===== config.mk =====
export PLATFORM = sky130hd
export DESIGN_NAME = smcc_top
export DESIGN_NICKNAME = d
export VERILOG_FILES = /design/src/verilog/smcc_pkg.sv /design/src/verilog/smcc_top.sv
export SDC_FILE = /design/constraint.sdc
export NUM_CORES = 1
export LEC_CHECK = 0
export BUFFER_PORTS_ARGS = -buffer_cell sky130_fd_sc_hd__buf_2
export CORE_AREA = 2 2 91 93
export CTS_CLUSTER_SIZE = 25
export DETAILED_ROUTE_END_ITERATION = 8
export DIE_AREA = 0 0 93 95
export HOLD_SLACK_MARGIN = 0.1
export SYNTH_ARGS = -nofsm -noshare
export SYNTH_HDL_FRONTEND = slang
export SYNTH_SLANG_ARGS = --single-unit

===== constraint.sdc =====
create_clock -name REF_CLK -period 2.7 [get_ports REF_CLK]
set_clock_uncertainty 0.2 [all_clocks]
set_input_delay 0.405 -clock REF_CLK [delete_from_list [all_inputs] [get_ports REF_CLK]]
set_output_delay 0.405 -clock REF_CLK [all_outputs]
set_load 0.05 [all_outputs]

===== src/verilog/smcc_pkg.sv =====
// Package for the serializer mode and clock configuration register group.
// Assumes a byte-wide register port with 8-bit offsets; one clock, synchronous reset.
package smcc_pkg;
    // ==========================================================
    // Register offsets
    localparam logic [7:0] OFS_OPERATING_MODE_SELECT = 8'h03;
    localparam logic [7:0] OFS_PARALLEL_MODE_SELECT = 8'h04;
    localparam logic [7:0] OFS_REFERENCE_CLOCK_CONTROL = 8'h05;
    localparam logic [7:0] OFS_OUTPUT_CLOCK_CONTROL_LOW = 8'h06;
    localparam logic [7:0] OFS_OUTPUT_CLOCK_CONTROL_HIGH = 8'h07;
    // ==========================================================
    // Field positions
    localparam int MODE_LSB = 0;
    localparam int MODE_DONE_BIT = 3;
    localparam int MODE_OVERRIDE_SELECT_BIT = 4;
    localparam int RAW10_BIT = 2;
    localparam int RAW12_BIT = 1;
    localparam int PROTECT_BIT = 0;
    localparam int CLKDIV_LSB = 4;
    localparam int OSC_BIT = 3;
    localparam int HSDIV_LSB = 5;
    localparam int MVAL_LSB = 0;
    // ==========================================================
    // Reset values
    localparam logic [2:0] HSDIV_RESET = 3'h2;
    localparam logic [4:0] MVAL_RESET = 5'h01;
    localparam logic [7:0] NVAL_RESET = 8'h28;
    localparam logic [2:0] CLKDIV_RESET = 3'h0;
    localparam logic [2:0] REFCTL_RSVD_RESET = 3'h3;
    localparam logic [7:0] BYTE_ZERO = 8'h00;
    // ==========================================================
    // Operating modes
    typedef enum logic [2:0] {
        SMCC_MODE_SYNC = 3'h0,
        SMCC_MODE_RSVD = 3'h1,
        SMCC_MODE_NSYNC_EXT = 3'h2,
        SMCC_MODE_NSYNC_INT = 3'h3,
        SMCC_MODE_PAR_EXT = 3'h5
    } smcc_mode_e;
    // ==========================================================
    // Strap capture sequencer, one-hot
    typedef enum logic [2:0] {
        SMCC_ST_DOWN = 3'b001,
        SMCC_ST_LATCH = 3'b010,
        SMCC_ST_DONE = 3'b100
    } smcc_state_e;
    // ==========================================================
    // Register write request
    typedef struct packed {
        logic       wr;
        logic [7:0] addr;
        logic [7:0] data;
    } smcc_wreq_s;
    // Clock configuration seen by the clocking logic
    typedef struct packed {
        logic [2:0] in_div_log2;
        logic       osc_range;
        logic       use_osc;
        logic [4:0] hs_div_log2;
        logic [4:0] m_val;
        logic [7:0] n_val;
        logic       out_clk_en;
    } smcc_clkcfg_s;
endpackage


===== src/verilog/smcc_top.sv =====
// Mode and clock configuration register group of a camera-link serializer.
// Assumes a byte register port shared by the local I2C target and the control
// channel, already arbitrated; the strap is stable while the power-down pin is low.
// ==========================================================
// Summary of operation
// - Mode field shows active mode, writable when overridden
// - Strap captured on power-down pin rising edge
// - Mode codes select sync, nonsync, parallel operation
// - Done bit set once mode latched
// - Override bit picks register over strap
// - Control channel sets RAW10 bit on lock
// - Control channel sets RAW12 bit on lock
// - Protect bit blocks channel auto-load
// - Input clock divided by 1,2,4,8
// - Oscillator used when internal or no clock
// - High-speed divider 1 to 16, reset 4
// - Output clock scaled by M over N
// - M zero stops the output clock
// - N divisor eight bits, reset 0x28, nonzero; a write of zero is accepted and passed on
module smcc_top
    import smcc_pkg::*;
(
    // Clock and reset
    input wire logic REF_CLK,
    input wire logic SYS_RST,
    // Pins
    input wire logic POWERDOWN_ACTIVE_LOW_PIN_N,
    input wire logic [2:0] MODE_STRAP,
    input wire logic EXT_CLK_DETECTED,
    // Register port
    input wire logic REG_WR,
    input wire logic REG_RD,
    input wire logic [7:0] REG_ADDR,
    input wire logic [7:0] REG_WDATA,
    output logic [7:0] REG_RDATA,
    output logic REG_RVALID,
    // Control channel auto-load
    input wire logic CHAN_RX_LOCK,
    input wire logic CHAN_RAW10,
    input wire logic CHAN_RAW12,
    // Configuration outputs
    output logic [2:0] ACTIVE_MODE,
    output logic MODE_DONE,
    output logic RAW10_PARALLEL_MODE_BIT,
    output logic RAW12_PARALLEL_MODE_BIT,
    output smcc_clkcfg_s CLK_CFG
);
    // ==========================================================
    // Register state
    smcc_state_e st_q, st_d;             // Strap capture sequencer
    logic pdb_q, pdb_d;                  // Previous power-down pin level
    logic [2:0] strap_q, strap_d;        // Latched strap mode
    logic [2:0] regmode_q, regmode_d;    // Software mode value
    logic ov_q, ov_d;                    // Mode override
    logic rsv0_q, rsv0_d;                // Reserved r/w bits 7 and 5
    logic rsv1_q, rsv1_d;
    logic raw10_q, raw10_d;
    logic raw12_q, raw12_d;
    logic prot_q, prot_d;
    logic [4:0] bcrsv_q, bcrsv_d;        // Reserved bits 7:3 of parallel select
    logic refrsv7_q, refrsv7_d;
    logic [2:0] clkdiv_q, clkdiv_d;
    logic osc_q, osc_d;
    logic [2:0] refrsv_q, refrsv_d;
    logic [2:0] hsdiv_q, hsdiv_d;
    logic [4:0] mval_q, mval_d;
    logic [7:0] nval_q, nval_d;
    logic [7:0] rdata_q, rdata_d;
    logic rvalid_q, rvalid_d;
    logic [2:0] act_q, act_d;
    logic done_q, done_d;
    smcc_clkcfg_s cfg_q, cfg_d;
    smcc_wreq_s wreq;
    logic [2:0] mode_now;

    assign wreq = '{wr: REG_WR, addr: REG_ADDR, data: REG_WDATA};
    // Active mode: override picks software value, else strap
    assign mode_now = ov_q ? regmode_q : strap_q;

    // ==========================================================
    // Strap capture sequencer
    // Capture only on the low-to-high pin edge, so the strap can't drift later
    always_comb
    begin
        st_d = st_q;
        strap_d = strap_q;
        pdb_d = POWERDOWN_ACTIVE_LOW_PIN_N;
        case (st_q)
            SMCC_ST_DOWN:
            begin
                // Edge of the pin takes the strap
                if (POWERDOWN_ACTIVE_LOW_PIN_N && !pdb_q)
                begin
                    strap_d = MODE_STRAP;
                    st_d = SMCC_ST_LATCH;
                end
            end
            SMCC_ST_LATCH:
                st_d = SMCC_ST_DONE;
            SMCC_ST_DONE:
            begin
                // Power-down again: wait for next rising edge
                if (!POWERDOWN_ACTIVE_LOW_PIN_N)
                    st_d = SMCC_ST_DOWN;
            end
            default:
                st_d = SMCC_ST_DOWN;
        endcase
    end

    always_ff @(posedge REF_CLK)
    begin
        if (SYS_RST)
        begin
            st_q <= SMCC_ST_DOWN;
            pdb_q <= 1'b0;
            strap_q <= 3'h0;
        end
        else
        begin
            st_q <= st_d;
            pdb_q <= pdb_d;
            strap_q <= strap_d;
        end
    end

    // ==========================================================
    // Register writes and channel auto-load
    always_comb
    begin
        regmode_d = regmode_q;
        ov_d = ov_q;
        rsv0_d = rsv0_q;
        rsv1_d = rsv1_q;
        raw10_d = raw10_q;
        raw12_d = raw12_q;
        prot_d = prot_q;
        bcrsv_d = bcrsv_q;
        refrsv7_d = refrsv7_q;
        clkdiv_d = clkdiv_q;
        osc_d = osc_q;
        refrsv_d = refrsv_q;
        hsdiv_d = hsdiv_q;
        mval_d = mval_q;
        nval_d = nval_q;
        // Keep the software copy tracking the strap while not overridden,
        // so setting override keeps the mode stable
        if (!ov_q)
            regmode_d = strap_q;
        // Channel loads parallel bits after lock unless protected
        if (CHAN_RX_LOCK && !prot_q)
        begin
            raw10_d = CHAN_RAW10;
            raw12_d = CHAN_RAW12;
        end
        if (wreq.wr)
        begin
            case (wreq.addr)
                OFS_OPERATING_MODE_SELECT:
                begin
                    ov_d = wreq.data[MODE_OVERRIDE_SELECT_BIT];
                    rsv1_d = wreq.data[7];
                    rsv0_d = wreq.data[5];
                    // Mode writable only while overridden
                    if (ov_q)
                        regmode_d = wreq.data[MODE_LSB +: 3];
                end
                OFS_PARALLEL_MODE_SELECT:
                begin
                    // Software write wins over channel load in the same cycle
                    raw10_d = wreq.data[RAW10_BIT];
                    raw12_d = wreq.data[RAW12_BIT];
                    prot_d = wreq.data[PROTECT_BIT];
                    bcrsv_d = wreq.data[7:3];
                end
                OFS_REFERENCE_CLOCK_CONTROL:
                begin
                    refrsv7_d = wreq.data[7];
                    clkdiv_d = wreq.data[CLKDIV_LSB +: 3];
                    osc_d = wreq.data[OSC_BIT];
                    refrsv_d = wreq.data[2:0];
                end
                OFS_OUTPUT_CLOCK_CONTROL_LOW:
                begin
                    hsdiv_d = wreq.data[HSDIV_LSB +: 3];
                    mval_d = wreq.data[MVAL_LSB +: 5];
                end
                OFS_OUTPUT_CLOCK_CONTROL_HIGH:
                    nval_d = wreq.data;
                default:
                    ;
            endcase
        end
    end

    always_ff @(posedge REF_CLK)
    begin
        if (SYS_RST)
        begin
            regmode_q <= 3'h0;
            ov_q <= 1'b0;
            rsv0_q <= 1'b0;
            rsv1_q <= 1'b0;
            raw10_q <= 1'b0;
            raw12_q <= 1'b0;
            prot_q <= 1'b0;
            bcrsv_q <= 5'h00;
            refrsv7_q <= 1'b0;
            clkdiv_q <= CLKDIV_RESET;
            osc_q <= 1'b0;
            refrsv_q <= REFCTL_RSVD_RESET;
            hsdiv_q <= HSDIV_RESET;
            mval_q <= MVAL_RESET;
            nval_q <= NVAL_RESET;
        end
        else
        begin
            regmode_q <= regmode_d;
            ov_q <= ov_d;
            rsv0_q <= rsv0_d;
            rsv1_q <= rsv1_d;
            raw10_q <= raw10_d;
            raw12_q <= raw12_d;
            prot_q <= prot_d;
            bcrsv_q <= bcrsv_d;
            refrsv7_q <= refrsv7_d;
            clkdiv_q <= clkdiv_d;
            osc_q <= osc_d;
            refrsv_q <= refrsv_d;
            hsdiv_q <= hsdiv_d;
            mval_q <= mval_d;
            nval_q <= nval_d;
        end
    end

    // ==========================================================
    // Read data, status and clock configuration outputs
    always_comb
    begin
        rvalid_d = REG_RD;
        rdata_d = rdata_q;
        if (REG_RD)
        begin
            case (REG_ADDR)
                OFS_OPERATING_MODE_SELECT:
                    rdata_d = {rsv1_q, 1'b0, rsv0_q, ov_q, done_q, mode_now};
                OFS_PARALLEL_MODE_SELECT:
                    rdata_d = {bcrsv_q, raw10_q, raw12_q, prot_q};
                OFS_REFERENCE_CLOCK_CONTROL:
                    rdata_d = {refrsv7_q, clkdiv_q, osc_q, refrsv_q};
                OFS_OUTPUT_CLOCK_CONTROL_LOW:
                    rdata_d = {hsdiv_q, mval_q};
                OFS_OUTPUT_CLOCK_CONTROL_HIGH:
                    rdata_d = nval_q;
                default:
                    rdata_d = BYTE_ZERO;
            endcase
        end
        act_d = mode_now;
        // Done once the strap has been latched
        done_d = (st_q == SMCC_ST_DONE);
        // Divider codes are powers of two; reserved codes pass through
        cfg_d.in_div_log2 = clkdiv_q;
        cfg_d.osc_range = osc_q;
        // Oscillator in internal-clock mode or with no external clock
        cfg_d.use_osc = (mode_now == SMCC_MODE_NSYNC_INT) || !EXT_CLK_DETECTED;
        cfg_d.hs_div_log2 = {2'b00, hsdiv_q};   // Divide by 2**code
        cfg_d.m_val = mval_q;
        cfg_d.n_val = nval_q;
        cfg_d.out_clk_en = (mval_q != 5'h00);
    end

    always_ff @(posedge REF_CLK)
    begin
        if (SYS_RST)
        begin
            rdata_q <= BYTE_ZERO;
            rvalid_q <= 1'b0;
            act_q <= 3'h0;
            done_q <= 1'b0;
            cfg_q <= '0;
        end
        else
        begin
            rdata_q <= rdata_d;
            rvalid_q <= rvalid_d;
            act_q <= act_d;
            done_q <= done_d;
            cfg_q <= cfg_d;
        end
    end

    assign REG_RDATA = rdata_q;
    assign REG_RVALID = rvalid_q;
    assign ACTIVE_MODE = act_q;
    assign MODE_DONE = done_q;
    assign RAW10_PARALLEL_MODE_BIT = raw10_q;
    assign RAW12_PARALLEL_MODE_BIT = raw12_q;
    assign CLK_CFG = cfg_q;

    // ==========================================================
    // Assertions
    a_strap_capture: assert property (@(posedge REF_CLK) disable iff (SYS_RST)
        (st_q == SMCC_ST_DOWN && POWERDOWN_ACTIVE_LOW_PIN_N && !pdb_q && !ov_q)
        |-> ##2 ACTIVE_MODE == $past(MODE_STRAP, 2)) else $error("strap not captured");
    a_done_after_latch: assert property (@(posedge REF_CLK) disable iff (SYS_RST)
        (st_q == SMCC_ST_LATCH) |-> ##2 MODE_DONE) else $error("done late");
    a_mode_locked: assert property (@(posedge REF_CLK) disable iff (SYS_RST)
        (!ov_q && !$rose(st_q == SMCC_ST_LATCH)) |=> $stable(strap_q) || st_q == SMCC_ST_LATCH)
        else $error("strap moved");
    a_override_mode: assert property (@(posedge REF_CLK) disable iff (SYS_RST)
        ov_q |=> ACTIVE_MODE == $past(regmode_q)) else $error("override ignored");
    a_protect_hold: assert property (@(posedge REF_CLK) disable iff (SYS_RST)
        (prot_q && !(REG_WR && REG_ADDR == OFS_PARALLEL_MODE_SELECT)) |=> $stable(raw10_q) && $stable(raw12_q))
        else $error("protected bits changed");
    a_chan_load: assert property (@(posedge REF_CLK) disable iff (SYS_RST)
        (CHAN_RX_LOCK && !prot_q && !REG_WR) |=> raw10_q == $past(CHAN_RAW10) && raw12_q == $past(CHAN_RAW12))
        else $error("channel load missed");
    a_m_zero_stop: assert property (@(posedge REF_CLK) disable iff (SYS_RST)
        (mval_q == 5'h00) |=> !CLK_CFG.out_clk_en) else $error("clock not stopped");
    a_osc_select: assert property (@(posedge REF_CLK) disable iff (SYS_RST)
        !EXT_CLK_DETECTED |=> CLK_CFG.use_osc) else $error("oscillator not used");
    c_strap: cover property (@(posedge REF_CLK) st_q == SMCC_ST_LATCH);
    c_override: cover property (@(posedge REF_CLK) ov_q && REG_WR && REG_ADDR == OFS_OPERATING_MODE_SELECT);
    c_autoload: cover property (@(posedge REF_CLK) CHAN_RX_LOCK && !prot_q && CHAN_RAW10);
endmodule


==> impl_metrics.py <==
metrics = {
    "worst_setup_path": {
        "end_kind": "register",
        "cp-start-kind": "input port",
        "critPathLaunch": "REG_ADDR[3]",
        "path_class": "in -> reg",
        "r2r_slack_ns": 0.91,
        "rr_worst_depth": 4,
        "rr_startpoint": "ov_q$_SDFFE_PP0P_",
        "cp.arrival_ns": 1.95,
        "cp_max_fo": 10,
        "crit_required_ns": 2.74,
        "worstReg2RegEnd": "REG_RDATA[2]$_SDFFE_PP0P_",
    },
    "hold_path": {
        "holdCritPathClass": "in -> reg",
        "hold_depth": 2,
        "hold_end": "REG_RDATA[5]$_SDFFE_PP0P_",
        "hold_path.startpoint": "REG_RD",
    },
    "detailed_routing": {
        "drc": 0,
        "drtAntennaViolNets": 0,
        "drt-wirelength-per-cell_um": 14.58,
        "dr.pass1.iters": 4,
        "drt-total-wl_um": 7056,
        "routed_via_density": 4.938,
        "num_vias": 2390,
        "detailedRoute.firstIterationViolations": 76,
    },
    "clock_tree": {
        "hold_buffers": 6,
        "cts_buffer_depth": 2,
        "clock_sinks": 80,
        "cts-resized-gates": 0,
        "cts_tree": "built",
        "cts_setup_buffers": 0,
        "cts_buffers": 9,
        "clk_latency_ns": 0.35,
        "path_clk_slew_ns": 0.08,
        "h-tree-depth": 3,
        "cts-root-buf": "clkbuf_8",
    },
    "timing": {
        "tns_ns": 0,
        "post-route-period-util_pct": 70.85,
        "period_needed_ns": 1.913,
        "setup_ws_ns": 0.7871,
        "worstMarginPinSlew_ns": 0.7430,
        "slew_headroom_pct": 50.46,
        "rsz0062_at_grt": "false",
        "finalHoldViolations": 0,
        "setup_violations": 0,
        "hold_slack_ns": 0.1185,
        "slew_violations": 0,
        "clock.fmax_mhz": 522.8,
    },
    "placed_design": {
        "pre_cts_slack_ns": 0.4351,
        "io_buffers": 64,
        "gp_congestion": 0.7959,
        "dpl.hpwl_um": 4756,
        "dp_cells": 462,
    },
    "yosys": {
        "netlist.area_leader.share_pct": 50.81,
        "synth_common_cells": "80 x dfxtp_1, 43 x mux2i_1, 41 x nor2_1",
        "yosys_warnings": 0,
        "ys_seq_elements": 80,
        "synth_cell_types": 38,
        "muxShareOfSynthArea_pct": 14.73,
        "synth_top_area_cell": "dfxtp_1",
        "synth-adder-area-share_pct": 0,
        "synth_simple_gate_area_share_pct": 19.57,
        "async_flop_share_pct": 0,
        "synth_compound_area_share_pct": 11.51,
        "synth_edf_count": 0,
        "avgSynthCellArea_um2": 10.13,
        "synthFlopType": "dfxtp_1",
        "synthCells": 311,
        "synthTopCellsByArea": "dfxtp_1 51%, mux2i_1 14%, nor2b_1 5.6%, nor2_1 4.9%, o2bb2ai_1 2.5%",
        "ys_seq_area_share_pct": 50.81,
        "synth_top_family_by_area": "simple AND/OR/NAND/NOR gates",
        "synth-xor-area-share_pct": 0,
        "syn_area_um2": 3152,
        "synth_most_common_cell": "dfxtp_1",
    },
    "floorplan": {
        "io_pins": 67,
        "dieArea_um2": 8835,
        "initial_core_util_pct": 39.76,
        "die_x_um": 93,
        "die_h_um": 95,
        "core_area_um2": 7928,
        "rows": 33,
    },
    "power_and_ir_drop": {
        "vdd_drop_max_v": 0.0002525,
        "power.density_nw_per_um2": 597.7,
        "cellLeakagePower_uw": 0.001688,
    },
    "global_route": {
        "grt_pass1_wl_um": 10920,
        "track_usage_pct": 16.45,
        "grt_pass1_vias": 2113,
        "overflow": 0,
        "grt_max_degree": 74,
        "antenna_found_initial": 0,
    },
    "cells_and_area": {
        "final_core_utilization_pct": 47.79,
        "nets": 402,
        "fin_cells": 484,
        "syn_to_final_growth_pct": 20.21,
        "layout-drive-gt1-share_pct": 23.75,
        "n_antenna_cell": 0,
        "register_area_um2": 1602,
        "multi_input_area_um2": 1451,
        "fill_cells": 795,
    },
    "outcome": {
        "status": "completed",
    },
    "flow_run": {
        "cap_violations": 0,
    },
}
## worst max-delay path by stage
stage	to	slack [ns]	depth (start not counted)
finish	nval_q[3]$_SDFFE_PP1P_	0.79	6
global route	nval_q[7]$_SDFFE_PP0P_	0.75	6
CTS	nval_q[3]$_SDFFE_PP1P_	0.80	6
detailed placement	nval_q[5]$_SDFFE_PP1P_	0.44	6
global placement	nval_q[3]$_SDFFE_PP1P_	0.45	6
floorplan	nval_q[3]$_SDFFE_PP1P_	0.66	5
## metal layers
metal	share of wire [%]	global-route usage, %	vias up
li1	-	-	1214
met1	49	22.30	1103
met2	44	24.88	64
met3	5.5	3.751	9
met4	1.7	7.721	0
met5	0	0	-
## cell families (layout without fill, tap and decap cells)
| family | Yosys count | after routing |
|---|---|---|
| flops | 80 | 80 |
| simple gates | 110 | 110 |
| buf+inv | 24 | 91 |
| mux | 45 | 45 |
| other cells | 1 | 2 |
| compound gates | 51 | 51 |
## cell usage in the layout, fill, tap and decap left out, types with 8 or more instances in the layout
cell type | synthesis | layout
dfxtp_1 | 80 | 80
buf_2 | 1 | 64
mux2i_1 | 43 | 43
nor2_1 | 41 | 41
nor2b_1 | 28 | 28
nand2_1 | 12 | 12
o21ai_0 | 10 | 10
clkbuf_8 | 0 | 10
o2bb2ai_1 | 9 | 9
a21oi_1 | 8 | 8
## flip-flops by register name (all words and copies together), names as in the netlist, 5 cells and up
signal	count
nval_q	8
bcrsv_q	5
CLK_CFG	22
REG_RDATA	8
mval_q	5
## through the flow
stage	total power, µW	instance area [µm²]
2_1_floorplan	1346	3156
3_3_place_gp	1401	3531
3_5_place_dp	1403	3531
4_1_cts	2292	3789
5_1_grt	2353	3789
6_report	2264	3789
## cell type report
class                           instances  share of cell area [%]
Sequential cell                        80                   42.27
Multi-Input combinational cell        208                   38.31
Timing Repair Buffer                   72                   10.44
Clock buffer                           11                   3.732
Tap cell                              105                   3.468
Clock inverter                          5                   1.486
Inverter                                3                  0.2972
## power by group
part / internal (µW) / switching, µW
Combinational: 56.3 / 119
Sequential: 1200 / 9.33
Clock: 451 / 432
## worst max-delay path: stages
cell	delay, ns
buf_2	0.10
or4_4	0.57
nor4b_2	0.27
buf_4	0.27
nor2b_1	0.07
a211o_1	0.25
Note: power is estimated with default switching activity, not from simulation.
